**src/rtl/pdrc_map.svh**
```systemverilog
// Purpose: Offsets, field positions, reset values and timing counts of the block
// Assumes: Byte addresses on a 32-bit classic Wishbone slave
// Notes:   Definitions only
`ifndef PDRC_MAP_SVH
`define PDRC_MAP_SVH

`define PDRC_CELLS            32
`define PDRC_ADDR_CTRL        8'h00
`define PDRC_ADDR_STATUS      8'h04
`define PDRC_ADDR_LOWPWR      8'h08
`define PDRC_ADDR_SLEW        8'h0C
`define PDRC_ADDR_FUSE        8'h10
`define PDRC_ADDR_SIG         8'h14
`define PDRC_ADDR_PATTERN     8'h18

`define PDRC_CTRL_EN          0
`define PDRC_CTRL_SRC_A       1
`define PDRC_CTRL_SRC_B       2
`define PDRC_ST_SLEEP         0
`define PDRC_ST_FUSE          1
`define PDRC_ST_LOCK          2
`define PDRC_ST_SESS          3
`define PDRC_ST_REFUSED       4

`define PDRC_CTRL_RST         3'h0
`define PDRC_LOWPWR_RST       32'h0000_0000
`define PDRC_SLEW_RST         32'h0000_0000
`define PDRC_SIG_RST          16'h0000
`define PDRC_OUT_POL_RST      32'h0000_0000

// Macrocells whose pins double as sleep request inputs
`define PDRC_PD_A_IDX         8
`define PDRC_PD_B_IDX         24

`define PDRC_OP_SIG           4'h1
`define PDRC_OP_VERIFY        4'h2
`define PDRC_OP_PROG_START    4'h3
`define PDRC_OP_PROG_END      4'h4

`define PDRC_CLK_MHZ          125
`define PDRC_SESS_TIMEOUT_US  10000

`endif

```
**src/rtl/pdrc_pkg.sv**
```systemverilog
// Purpose: Types shared by the power-down and reset control block
// Assumes: Nothing
// Notes:   Constants live in pdrc_map.svh
package pdrc_pkg;
   typedef enum logic [1:0] {PDRC_IDLE, PDRC_ACTIVE, PDRC_LOCKED} pdrc_sess_t;
endpackage

```
**src/rtl/pdrc_hold_if.sv**
```systemverilog
// Purpose: Freeze, mask and lock controls from the control core to the pin stage
// Assumes: Single clock domain
// Notes:   None
`timescale 1ns/1ps
interface pdrc_hold_if;
   logic        freeze;
   logic [31:0] pd_mask;
   logic        lock;
   modport ctrl (output freeze, output pd_mask, output lock);
   modport pins (input freeze, input pd_mask, input lock);
endinterface

```
**src/rtl/pdrc_top.sv**
```systemverilog
// Purpose: Power-down, power-up reset, output config and fuse control of a logic device
// Assumes: 125 MHz clk_i, synchronous active-high rst_i models the supply reset
// Notes:   Registers over classic Wishbone; JTAG pins sampled into clk_i
// Notes on behaviour
// [RULE_01] With power-down enabled, either chosen sleep request high puts the device asleep.
// [RULE_02] Power-down enable and its source, A, B or both, are configuration bits.
// [RULE_03] While asleep all internal signals and enabled outputs are held.
// [RULE_04] While asleep pin transitions are ignored until the request returns low.
// [RULE_05] A sleep request pin is no user input or output while power-down is enabled.
// [RULE_06] That pin's macrocell keeps serving foldback and cascade logic.
// [RULE_07] Each macrocell has a reduced-power bit, off after reset.
// [RULE_08] Each output has a slew bit, slow after reset, settable to fast.
// [RULE_09] Reset initialises every register; outputs follow their buffer polarity.
// [RULE_10] The system meets setup times before raising any clock after reset.
// [RULE_11] The system keeps clocks stable during reset settling.
// [RULE_12] With the fuse programmed, pattern readback is refused.
// [RULE_13] The 16-bit user signature stays readable whatever the fuse.
// [RULE_14] Configuration runs over the four-signal JTAG port; the code writes it over Wishbone, JTAG only reads and runs sessions.
// [RULE_15] An interrupted programming session locks the device with pins high-impedance.
// [RULE_16] Leaving power-down resumes from held state with no reinitialisation.
`timescale 1ns/1ps
`include "pdrc_map.svh"
module pdrc_top
   import pdrc_pkg::*;
#(
   parameter int unsigned SESS_TIMEOUT_CYC = `PDRC_SESS_TIMEOUT_US * `PDRC_CLK_MHZ,
   parameter logic [31:0] OUT_POLARITY     = `PDRC_OUT_POL_RST
) (
   input  wire logic        clk_i,
   input  wire logic        rst_i,
   input  wire logic        wb_cyc_i,
   input  wire logic        wb_stb_i,
   input  wire logic        wb_we_i,
   input  wire logic [7:0]  wb_adr_i,
   input  wire logic [3:0]  wb_sel_i,
   input  wire logic [31:0] wb_dat_i,
   output logic      [31:0] wb_dat_o,
   output logic             wb_ack_o,
   input  wire logic        sleep_request_a_i,
   input  wire logic        sleep_request_b_i,
   input  wire logic        jtag_tck_i,
   input  wire logic        jtag_tms_i,
   input  wire logic        jtag_tdi_i,
   output logic             jtag_tdo_o,
   input  wire logic [31:0] pin_i,
   output logic      [31:0] pin_o,
   output logic      [31:0] pin_oe_o,
   input  wire logic [31:0] core_out_i,
   input  wire logic [31:0] core_oe_i,
   output logic      [31:0] core_in_o,
   output logic      [31:0] low_power_o,
   output logic      [31:0] slew_fast_o,
   output logic             sleeping_o
);
   localparam int unsigned PD_A = `PDRC_PD_A_IDX;
   localparam int unsigned PD_B = `PDRC_PD_B_IDX;
   localparam logic [23:0] SESS_LAST = 24'(SESS_TIMEOUT_CYC - 1);

   logic [2:0]  ctrl;
   logic [31:0] low_power;
   logic [31:0] slew_fast;
   logic        fuse;
   logic [15:0] signature;
   logic        refused;
   logic        sleeping;
   pdrc_sess_t  sess;
   logic [23:0] sess_cnt;
   logic [15:0] jshift;
   logic        tck_d;
   logic [36:0] sync_q;
   logic [31:0] pin_s;
   logic        req_a_s;
   logic        req_b_s;
   logic        tck_s;
   logic        tms_s;
   logic        tdi_s;
   logic        tck_rise;
   logic        jexec;
   logic [3:0]  jop;
   logic        wb_req;
   logic        wb_wr;
   logic        wb_rd;
   logic [31:0] pattern_word;
   logic [31:0] next_dat;
   logic        next_refuse;
   logic        pd_en;
   logic        src_a;
   logic        src_b;

   pdrc_hold_if hold ();

   // Clocks on the JTAG pins are only sampled; the system keeps them quiet in reset
   pdrc_sync #(.W (37)) u_sync (
      .clk_i (clk_i),
      .rst_i (rst_i),
      .d_i   ({jtag_tdi_i, jtag_tms_i, jtag_tck_i, sleep_request_b_i, sleep_request_a_i,
               pin_i}),                                              // [RULE_11]
      .q_o   (sync_q)
   );

   assign pin_s   = sync_q[31:0];
   assign req_a_s = sync_q[32];
   assign req_b_s = sync_q[33];
   assign tck_s   = sync_q[34];
   assign tms_s   = sync_q[35];
   assign tdi_s   = sync_q[36];

   assign pd_en = ctrl[`PDRC_CTRL_EN];
   assign src_a = ctrl[`PDRC_CTRL_SRC_A];
   assign src_b = ctrl[`PDRC_CTRL_SRC_B];

   assign hold.freeze           = sleeping;                        // [RULE_03] [RULE_04]
   assign hold.lock             = (sess == PDRC_LOCKED);            // [RULE_15]
   always_comb begin
      hold.pd_mask       = 32'h0000_0000;
      hold.pd_mask[PD_A] = pd_en & src_a;                           // [RULE_05]
      hold.pd_mask[PD_B] = pd_en & src_b;                           // [RULE_05]
   end

   pdrc_pin_hold #(
      .OUT_POLARITY (OUT_POLARITY)
   ) u_hold (
      .clk_i      (clk_i),
      .rst_i      (rst_i),
      .hold       (hold),
      .pin_sync_i (pin_s),
      .core_out_i (core_out_i),
      .core_oe_i  (core_oe_i),
      .core_in_o  (core_in_o),
      .pin_o      (pin_o),
      .pin_oe_o   (pin_oe_o)
   );

   // Sleep entry and exit; exit does not touch any held state
   always_ff @(posedge clk_i) begin
      if (rst_i) begin
         sleeping   <= 1'b0;
         sleeping_o <= 1'b0;
      end else begin
         sleeping   <= pd_en & ((src_a & req_a_s) | (src_b & req_b_s));   // [RULE_01] [RULE_02]
         sleeping_o <= pd_en & ((src_a & req_a_s) | (src_b & req_b_s));   // [RULE_16]
      end
   end

   // Wishbone slave: single-cycle ack, unmapped addresses ack with zero
   assign wb_req = wb_cyc_i & wb_stb_i & ~wb_ack_o;
   assign wb_wr  = wb_req & wb_we_i;
   assign wb_rd  = wb_req & ~wb_we_i;
   assign pattern_word = {slew_fast[15:0], low_power[15:0]};

   function automatic logic [31:0] merge(input logic [31:0] old_v,
                                         input logic [31:0] new_v,
                                         input logic [3:0]  sel);
      logic [31:0] res;
      res = old_v;
      for (int b = 0; b < 4; b++) begin
         if (sel[b]) begin
            res[8*b +: 8] = new_v[8*b +: 8];
         end
      end
      return res;
   endfunction

   always_comb begin
      next_dat    = 32'h0000_0000;
      next_refuse = 1'b0;
      case (wb_adr_i)
         `PDRC_ADDR_CTRL: begin
            next_dat[2:0] = ctrl;
         end
         `PDRC_ADDR_STATUS: begin
            next_dat[`PDRC_ST_SLEEP]   = sleeping;
            next_dat[`PDRC_ST_FUSE]    = fuse;
            next_dat[`PDRC_ST_LOCK]    = (sess == PDRC_LOCKED);
            next_dat[`PDRC_ST_SESS]    = (sess == PDRC_ACTIVE);
            next_dat[`PDRC_ST_REFUSED] = refused;
         end
         `PDRC_ADDR_LOWPWR: begin
            next_dat = low_power;
         end
         `PDRC_ADDR_SLEW: begin
            next_dat = slew_fast;
         end
         `PDRC_ADDR_FUSE: begin
            next_dat[0] = fuse;
         end
         `PDRC_ADDR_SIG: begin
            next_dat[15:0] = signature;                             // [RULE_13]
         end
         `PDRC_ADDR_PATTERN: begin
            next_dat    = fuse ? 32'h0000_0000 : pattern_word;      // [RULE_12]
            next_refuse = fuse;
         end
         default: begin
            next_dat = 32'h0000_0000;
         end
      endcase
   end

   always_ff @(posedge clk_i) begin
      if (rst_i) begin
         wb_ack_o <= 1'b0;
         wb_dat_o <= 32'h0000_0000;
      end else begin
         wb_ack_o <= wb_req;
         wb_dat_o <= wb_rd ? next_dat : 32'h0000_0000;
      end
   end

   // Configuration registers
   always_ff @(posedge clk_i) begin
      if (rst_i) begin
         ctrl      <= `PDRC_CTRL_RST;                               // [RULE_09]
         low_power <= `PDRC_LOWPWR_RST;                             // [RULE_07]
         slew_fast <= `PDRC_SLEW_RST;                               // [RULE_08]
         signature <= `PDRC_SIG_RST;
      end else if (wb_wr) begin
         if (wb_adr_i == `PDRC_ADDR_CTRL && wb_sel_i[0]) begin
            ctrl <= wb_dat_i[2:0];                                  // [RULE_02]
         end
         if (wb_adr_i == `PDRC_ADDR_LOWPWR) begin
            low_power <= merge(low_power, wb_dat_i, wb_sel_i);      // [RULE_07]
         end
         if (wb_adr_i == `PDRC_ADDR_SLEW) begin
            slew_fast <= merge(slew_fast, wb_dat_i, wb_sel_i);      // [RULE_08]
         end
         if (wb_adr_i == `PDRC_ADDR_SIG) begin
            signature <= 16'(merge({16'h0000, signature}, wb_dat_i, wb_sel_i));
         end
      end
   end

   assign low_power_o = low_power;
   assign slew_fast_o = slew_fast;

   // Fuse only ever sets until the next reset
   always_ff @(posedge clk_i) begin
      if (rst_i) begin
         fuse <= 1'b0;
      end else if (wb_wr && wb_adr_i == `PDRC_ADDR_FUSE && wb_sel_i[0] && wb_dat_i[0]) begin
         fuse <= 1'b1;
      end
   end

   // Refused flag: write one to clear, a new refusal in the same cycle wins
   always_ff @(posedge clk_i) begin
      if (rst_i) begin
         refused <= 1'b0;
      end else if ((wb_rd && next_refuse) || (jexec && jop == `PDRC_OP_VERIFY && fuse)) begin
         refused <= 1'b1;                                           // [RULE_12]
      end else if (wb_wr && wb_adr_i == `PDRC_ADDR_STATUS && wb_sel_i[0]
                   && wb_dat_i[`PDRC_ST_REFUSED]) begin
         refused <= 1'b0;
      end
   end

   // JTAG port, sampled: tms high on a tck rise executes the shifted opcode
   assign tck_rise = tck_s & ~tck_d;
   assign jexec    = tck_rise & tms_s;                              // [RULE_14]
   assign jop      = jshift[3:0];

   always_ff @(posedge clk_i) begin
      if (rst_i) begin
         tck_d <= 1'b0;
      end else begin
         tck_d <= tck_s;
      end
   end

   always_ff @(posedge clk_i) begin
      if (rst_i) begin
         jshift     <= 16'h0000;
         jtag_tdo_o <= 1'b0;
      end else if (jexec) begin
         case (jop)
            `PDRC_OP_SIG:    jshift <= signature;                   // [RULE_13]
            `PDRC_OP_VERIFY: jshift <= fuse ? 16'h0000 : pattern_word[15:0];   // [RULE_12]
            default:         jshift <= 16'h0000;
         endcase
      end else if (tck_rise) begin
         jshift     <= {tdi_s, jshift[15:1]};                       // [RULE_14]
         jtag_tdo_o <= jshift[0];
      end
   end

   // Programming session; silence for too long means it was interrupted
   always_ff @(posedge clk_i) begin
      if (rst_i) begin
         sess <= PDRC_IDLE;
      end else begin
         unique case (sess)
            PDRC_IDLE: begin
               if (jexec && jop == `PDRC_OP_PROG_START) begin
                  sess <= PDRC_ACTIVE;
               end
            end
            PDRC_ACTIVE: begin
               if (jexec && jop == `PDRC_OP_PROG_END) begin
                  sess <= PDRC_IDLE;
               end else if (sess_cnt == SESS_LAST) begin
                  sess <= PDRC_LOCKED;                              // [RULE_15]
               end
            end
            PDRC_LOCKED: begin
               if (jexec && jop == `PDRC_OP_PROG_START) begin
                  sess <= PDRC_ACTIVE;
               end
            end
            default: begin
               sess <= PDRC_IDLE;
            end
         endcase
      end
   end

   always_ff @(posedge clk_i) begin
      if (rst_i) begin
         sess_cnt <= 24'h00_0000;
      end else if (sess != PDRC_ACTIVE || tck_rise) begin
         sess_cnt <= 24'h00_0000;
      end else begin
         sess_cnt <= sess_cnt + 24'h00_0001;
      end
   end
endmodule

```
**src/rtl/pdrc_sync.sv**
```systemverilog
// Purpose: Two-stage synchroniser per bit for pins entering the clock domain
// Assumes: Inputs are asynchronous levels
// Notes:   First stage feeds only the second stage
`timescale 1ns/1ps
module pdrc_sync #(
   parameter int W = 1
) (
   input  wire logic         clk_i,
   input  wire logic         rst_i,
   input  wire logic [W-1:0] d_i,
   output logic      [W-1:0] q_o
);
   logic [W-1:0] meta;

   for (genvar i = 0; i < W; i++) begin : g_bit
      always_ff @(posedge clk_i) begin
         if (rst_i) begin
            meta[i] <= 1'b0;
            q_o[i]  <= 1'b0;
         end else begin
            meta[i] <= d_i[i];
            q_o[i]  <= meta[i];
         end
      end
   end
endmodule

```
**src/rtl/pdrc_pin_hold.sv**
```systemverilog
// Purpose: Per-pin hold stage: freezes inputs and outputs, masks sleep pins
// Assumes: Pin inputs already synchronised; core signals on clk_i
// Notes:   Core-side macrocell logic is untouched by the mask
`timescale 1ns/1ps
module pdrc_pin_hold #(
   parameter logic [31:0] OUT_POLARITY = 32'h0000_0000
) (
   input  wire logic        clk_i,
   input  wire logic        rst_i,
   pdrc_hold_if.pins        hold,
   input  wire logic [31:0] pin_sync_i,
   input  wire logic [31:0] core_out_i,
   input  wire logic [31:0] core_oe_i,
   output logic      [31:0] core_in_o,
   output logic      [31:0] pin_o,
   output logic      [31:0] pin_oe_o
);
   for (genvar i = 0; i < 32; i++) begin : g_pin
      always_ff @(posedge clk_i) begin
         if (rst_i) begin
            core_in_o[i] <= 1'b0;
            pin_o[i]     <= OUT_POLARITY[i];
            pin_oe_o[i]  <= 1'b0;
         end else if (hold.lock) begin
            pin_oe_o[i]  <= 1'b0;                        // [RULE_15]
         end else if (!hold.freeze) begin
            // Mask only the pin path; foldback and cascade stay with the core
            core_in_o[i] <= hold.pd_mask[i] ? 1'b0 : pin_sync_i[i];   // [RULE_05] [RULE_06]
            pin_o[i]     <= core_out_i[i];
            pin_oe_o[i]  <= core_oe_i[i] & ~hold.pd_mask[i];          // [RULE_05]
         end
      end
   end
endmodule

```
**config.mk**
```make
export PLATFORM = sky130hd
export DESIGN_NAME = pdrc_top
export DESIGN_NICKNAME = d
export VERILOG_FILES = /design/src/rtl/pdrc_pkg.sv /design/src/rtl/pdrc_hold_if.sv /design/src/rtl/pdrc_top.sv /design/src/rtl/pdrc_sync.sv /design/src/rtl/pdrc_pin_hold.sv
export VERILOG_INCLUDE_DIRS = /design/src /design/src/rtl
export SDC_FILE = /design/constraint.sdc
export NUM_CORES = 1
export LEC_CHECK = 0
export ABC_AREA = 1
export BUFFER_PORTS_ARGS = -buffer_cell sky130_fd_sc_hd__buf_2
export CORE_UTILIZATION = 55
export CTS_BUF_LIST = sky130_fd_sc_hd__clkbuf_8
export DETAILED_ROUTE_END_ITERATION = 12
export PLACE_DENSITY = 0.86
export SLEW_MARGIN = 20
export SYNTH_ARGS = -nofsm -noshare
export SYNTH_HDL_FRONTEND = slang
export SYNTH_HIERARCHICAL = 1
export SYNTH_SLANG_ARGS = --single-unit
```
**constraint.sdc**
```tcl
create_clock -name clk_i -period 2 [get_ports clk_i]
set_clock_uncertainty 0.1 [all_clocks]
set_input_delay 0.2 -clock clk_i [delete_from_list [all_inputs] [get_ports clk_i]]
set_output_delay 0.2 -clock clk_i [all_outputs]
set_load 0.005 [all_outputs]
```
Word level (Yosys, flattened, before mapping)
Cells that the tools add are included.

word-level totals
  register bits after elaboration = 333
  output and inout bits = 195
  word-level logic and storage cells = 286

operators by class
  $add $sub $neg = 1
  equality and inequality tests = 16
  mux-type cells = 19
  bitwise logic cells = 23
  reductions and logical operators = 36

operator list
  operator                                                            count
  16-bit two-way mux                                                  3
  16-bit case mux with 3 select lines                                 1
  11-bit case mux with 4 select lines                                 1
  32-bit two-way mux                                                  1
  16-bit case mux with 2 select lines                                 1
  3-bit AND reduction                                                 10
  24-bit by 1-bit adder with 24-bit output (second input constant)    1
  24-bit by 21-bit == test with 1-bit output (second input constant)  1
  8-bit by 5-bit == test with 1-bit output (second input constant)    3
  8-bit by 4-bit == test with 1-bit output (second input constant)    2
  1-bit bitwise AND                                                   13
  1-bit logical AND                                                   12
  2-bit case mux with 6 select lines                                  1
  2-bit case mux with 5 select lines                                  1
  1-bit inverter                                                      9
  4-bit by 2-bit == test with 1-bit output (second input constant)    2
  8-bit by 3-bit == test with 1-bit output (second input constant)    1
  8-bit logical NOT                                                   1
  2-bit AND reduction                                                 4
  2-bit OR reduction                                                  4
  1-bit case mux with 7 select lines                                  1
  2-bit two-way mux                                                   3
  1-bit two-way mux                                                   5
  4-bit by 1-bit == test with 1-bit output (second input constant)    1
  10 further kinds                                                    13

Depth between registers and ports, before layout
  word-level depth = 8
  depth in mapped cells = 11

Hierarchy
Netlist, hierarchy kept.

modules (own cells, without submodules)
  module         instances  cells an instance  area each (µm²)
  pdrc_top       1          1,035              7,214.4
  pdrc_pin_hold  1          594                3,948.8
  pdrc_sync      1          230                2,120.8

Worst setup path before layout
OpenSTA, ideal clock, no wires.

  kind = reg-to-reg
  start point = register sess_cnt[0]
  end point = register sess_cnt[22]
  setup time = 0.119 ns
  arrival = 1.240 ns
  data required time = 1.781 ns
  setup slack = 0.541 ns
  cell stages (with the launch flop) = 9
  path buffers = 0
  period minus slack after synthesis = 1.459 ns
  cell sequence = dfxtp_1 > ha_1 > nand3_1 > inv_1 > nand2_1 > nor2_1 > nand2_1 > o21ai_0 > a21oi_1

on the way
  longest elaborated chain between the ends = 1

ends and longest elaborated chain
  element                                   line             RTL
  start, declared                           pdrc_top.sv:67   logic [23:0] sess_cnt;
  start signal, assigned                    pdrc_top.sv:322  sess_cnt <= sess_cnt + 24'h00_0001;
  24-bit by 1-bit adder with 24-bit output  pdrc_top.sv:322

Every way passes these cells.
A chain may end at the register's enable or synchronous reset.

==> impl_metrics.ini <==
[outcome]
outcome = finished, final reports clean

[timing]
fmax_mhz = 516.0
hold_viol = 0
period_share_pct = 96.90
setup_viol = 0
slew_headroom_pct = 66.41
tightest_slew_ns = 0.5038
hold_slack_ns = 0.06176
fin_tns_setup_ns = 0
rsz0062_at_grt = false
slew_violations = 0
period_needed_ns = 1.938

[layout]
syn_to_final_growth_pct = 35.20
seqCellArea_mm2 = 0.006668
drive_gt1_share_pct = 20.90
fillers = 1598
nets = 2541
fin_area_mm2 = 0.01796
multiInputGateArea_mm2 = 0.005310

[detailed_routing]
drtIter0Drc = 1687
wl_per_cell_um = 16.90
vias = 14643
ant_nets = 0
first_pass_iters = 6
via_per_inst = 5.315
drt-total-wl_mm = 46.56
drc = 0

[clock_tree]
cts_buffers = 53
clock-root-buffer = clkbuf_8
cts.repair.resized = 0
post_cts.repair.setup_buffers = 0
clock_latency_ns = 0.59
clkTransAtPathRegs_ns = 0.06
cts.sinks = 333
cts_tree = done
cts.path.max_buffers = 3
ctsHtreeMaxLevel = 2

[power_and_ir_drop]
leakage_uw = 0.009007
power.density_mw_per_mm2 = 798.8
ir_drop_uv = 686.6

[floorplan]
row_count = 56
die_w_um = 157.4
boundaryPins = 345
dieArea_mm2 = 0.02478
core_region_area_mm2 = 0.02361
initial_core_util_pct = 56.26
die_h_um = 157.4

[placed_design]
place_area_mm2 = 0.01534
portBuffers = 344
hpwlAfterDp_mm = 27.67
gp_congestion = 0.9018

[global_route]
grt_pass1_vias = 14164
antenna_found_initial = 1
gr-total-overflow = 0
grtUsageTotal_pct = 36.17
grt_pass1_wl_mm = 70.52
grt_max_degree = 95

[yosys]
synthDistinctLibCells = 40
synth_area_leaders = dfxtp_1 (50%), nor2_1 (13%), nand2_1 (10%)
synth-main-ff-cell = dfxtp_1
synthArstFlopShare_pct = 0
syn_inst = 1859
syn_avg_cell_area_um2 = 7.146
synth-edff-count = 0
synth_top_cell_by_area = dfxtp_1
synthesis.area_mm2 = 0.01328
seq_area_frac_synth_pct = 50.18
ys_ff_latch = 333
synth.top_cell.area_share_pct = 50.18
synth_warnings = 6

[worst_setup_path]
worst_setup_path_end_kind = primary output
crit_required_ns = 1.70
cp_data_arrival_time_ns = 1.64
crit_fanout = 40
critPathKind = flip-flop to primary output
crit_path_start_kind = flip-flop

[job]
cap_violations = 0

[worst_hold_path]
hp-class = input port to flip-flop
cells in the final DEF, fill, tap and decap left out, types with 5 or more instances in the layout:
cell / count
buf_4: 21
o21ai_0: 142
inv_2: 11
nand2_1: 355
dfxtp_1: 332
buf_2: 343
o22ai_1: 5
o211ai_1: 10
a21oi_1: 81
nand2_2: 15
a31oi_1: 8
o21ai_1: 5
a22oi_1: 14
nor2_4: 6
inv_1: 265
nand4_1: 5
dlygate4sd3_1: 139
conb_1: 37
clkinv_2: 9
nand3_1: 55
nor2_1: 459
nor2_2: 6
clkbuf_8: 73
cell usage after synthesis, types with 2 or more instances:
library cell    n
o21ai_1         5
nand3_1        55
a21boi_0        2
nor3_2          2
buf_2          18
nor2_4          6
nand2_4         2
dfxtp_1       333
inv_1         254
inv_2          11
nor2_2          6
nand2_1       355
clkbuf_1       22
buf_1           4
a21oi_1        81
o22ai_1         5
o21ai_0       142
o21a_1          2
buf_6          13
buf_4           8
nand2_2        15
nand3b_1        2
nand4_1         5
a22oi_1        14
nor2_1        459
xnor2_1         3
o211ai_1       10
a31oi_1         8
inv_4           3
or2_2           4
repair_timing:
item                       in CTS  in global routing
hold buffers                  139                  0
setup endpoints to repair       0                  0
hold endpoints to repair      189                  0
flip-flops by register name, summed over array words and instances, names as in the netlist, 2 cells and up:
signal / cells
ctrl: 3
sess_cnt: 24
u_sync/meta: 37
sess: 2
u_hold/core_in_o: 32
u_sync/q_o: 37
jshift: 16
wb_dat_o: 32
signature: 16
slew_fast_o: 32
u_hold/pin_oe_o: 32
low_power_o: 32
u_hold/pin_o: 32
metrics by stage:
step	utilization (%)	total power [uW]	instances	setup WS [ns]
floorplan	-	7325	1895	0.5408
global placement	64.99	7633	2515	0.2316
detailed placement	64.99	7660	2515	0.1337
CTS	76.05	14180	2754	0.08839
global route	76.06	14730	2755	0.02444
finish	76.06	14350	2755	0.06205
path summary, 6_finish.rpt:
kind                               from                     endpoint  slack, ns  depth (start not counted)
max              hold.freeze$_SDFF_PP0_                   sleeping_o       0.06                          2
min                             wb_we_i         refused$_SDFFE_PP0P_       0.06                          6
max reg2reg         wb_ack_o$_SDFF_PP0_  low_power_o[3]$_SDFFE_PP0P_       0.23                          7
min reg2reg  u_sync/meta[20]$_SDFF_PP0_    u_sync/q_o[20]$_SDFF_PP0_       0.29                          2
critical path: stages, from the launching register on:
cell     delay [ns]
dfxtp_2        0.38
buf_4          0.45
buf_2          0.21
power breakdown:
part / internal (uW) / leakage (uW) / switching (uW) / total, uW
clock: 3660 / 0.000672 / 2850 / 6510
sequential: 6780 / 0.00271 / 68.9 / 6850
combinational: 469 / 0.00562 / 520 / 989
layout make-up:
cell class / instances / area share (%)
Tap cell: 319 / 2.222
Multi-Input combinational cell: 1227 / 29.57
Antenna cell: 1 / 0.01393
Sequential cell: 333 / 37.13
Clock buffer: 73 / 5.594
Inverter: 268 / 5.643
Clock inverter: 27 / 1.205
Timing Repair Buffer: 507 / 18.63
metal layers:
metal / wire (um) / GRT usage [%] / vias to the layer above
met5: 0 / 0 / -
met4: 2740 / 22.84 / 0
met3: 4497 / 7.241 / 275
met2: 22520 / 62.54 / 1009
met1: 16800 / 40.75 / 6618
li1: - / - / 6741
kinds of logic after synthesis:
group / after synthesis / share of synthesized area (%)
buf+inv: 335 / 10.86
compound gates: 271 / 10.91
xor+xnor: 4 / 0.2638
simple gates: 914 / 27.66
flops: 333 / 50.18
other cells: 1 / 0.02823
fa+ha+maj: 1 / 0.09417
Note: power is estimated with default switching activity, not from simulation.
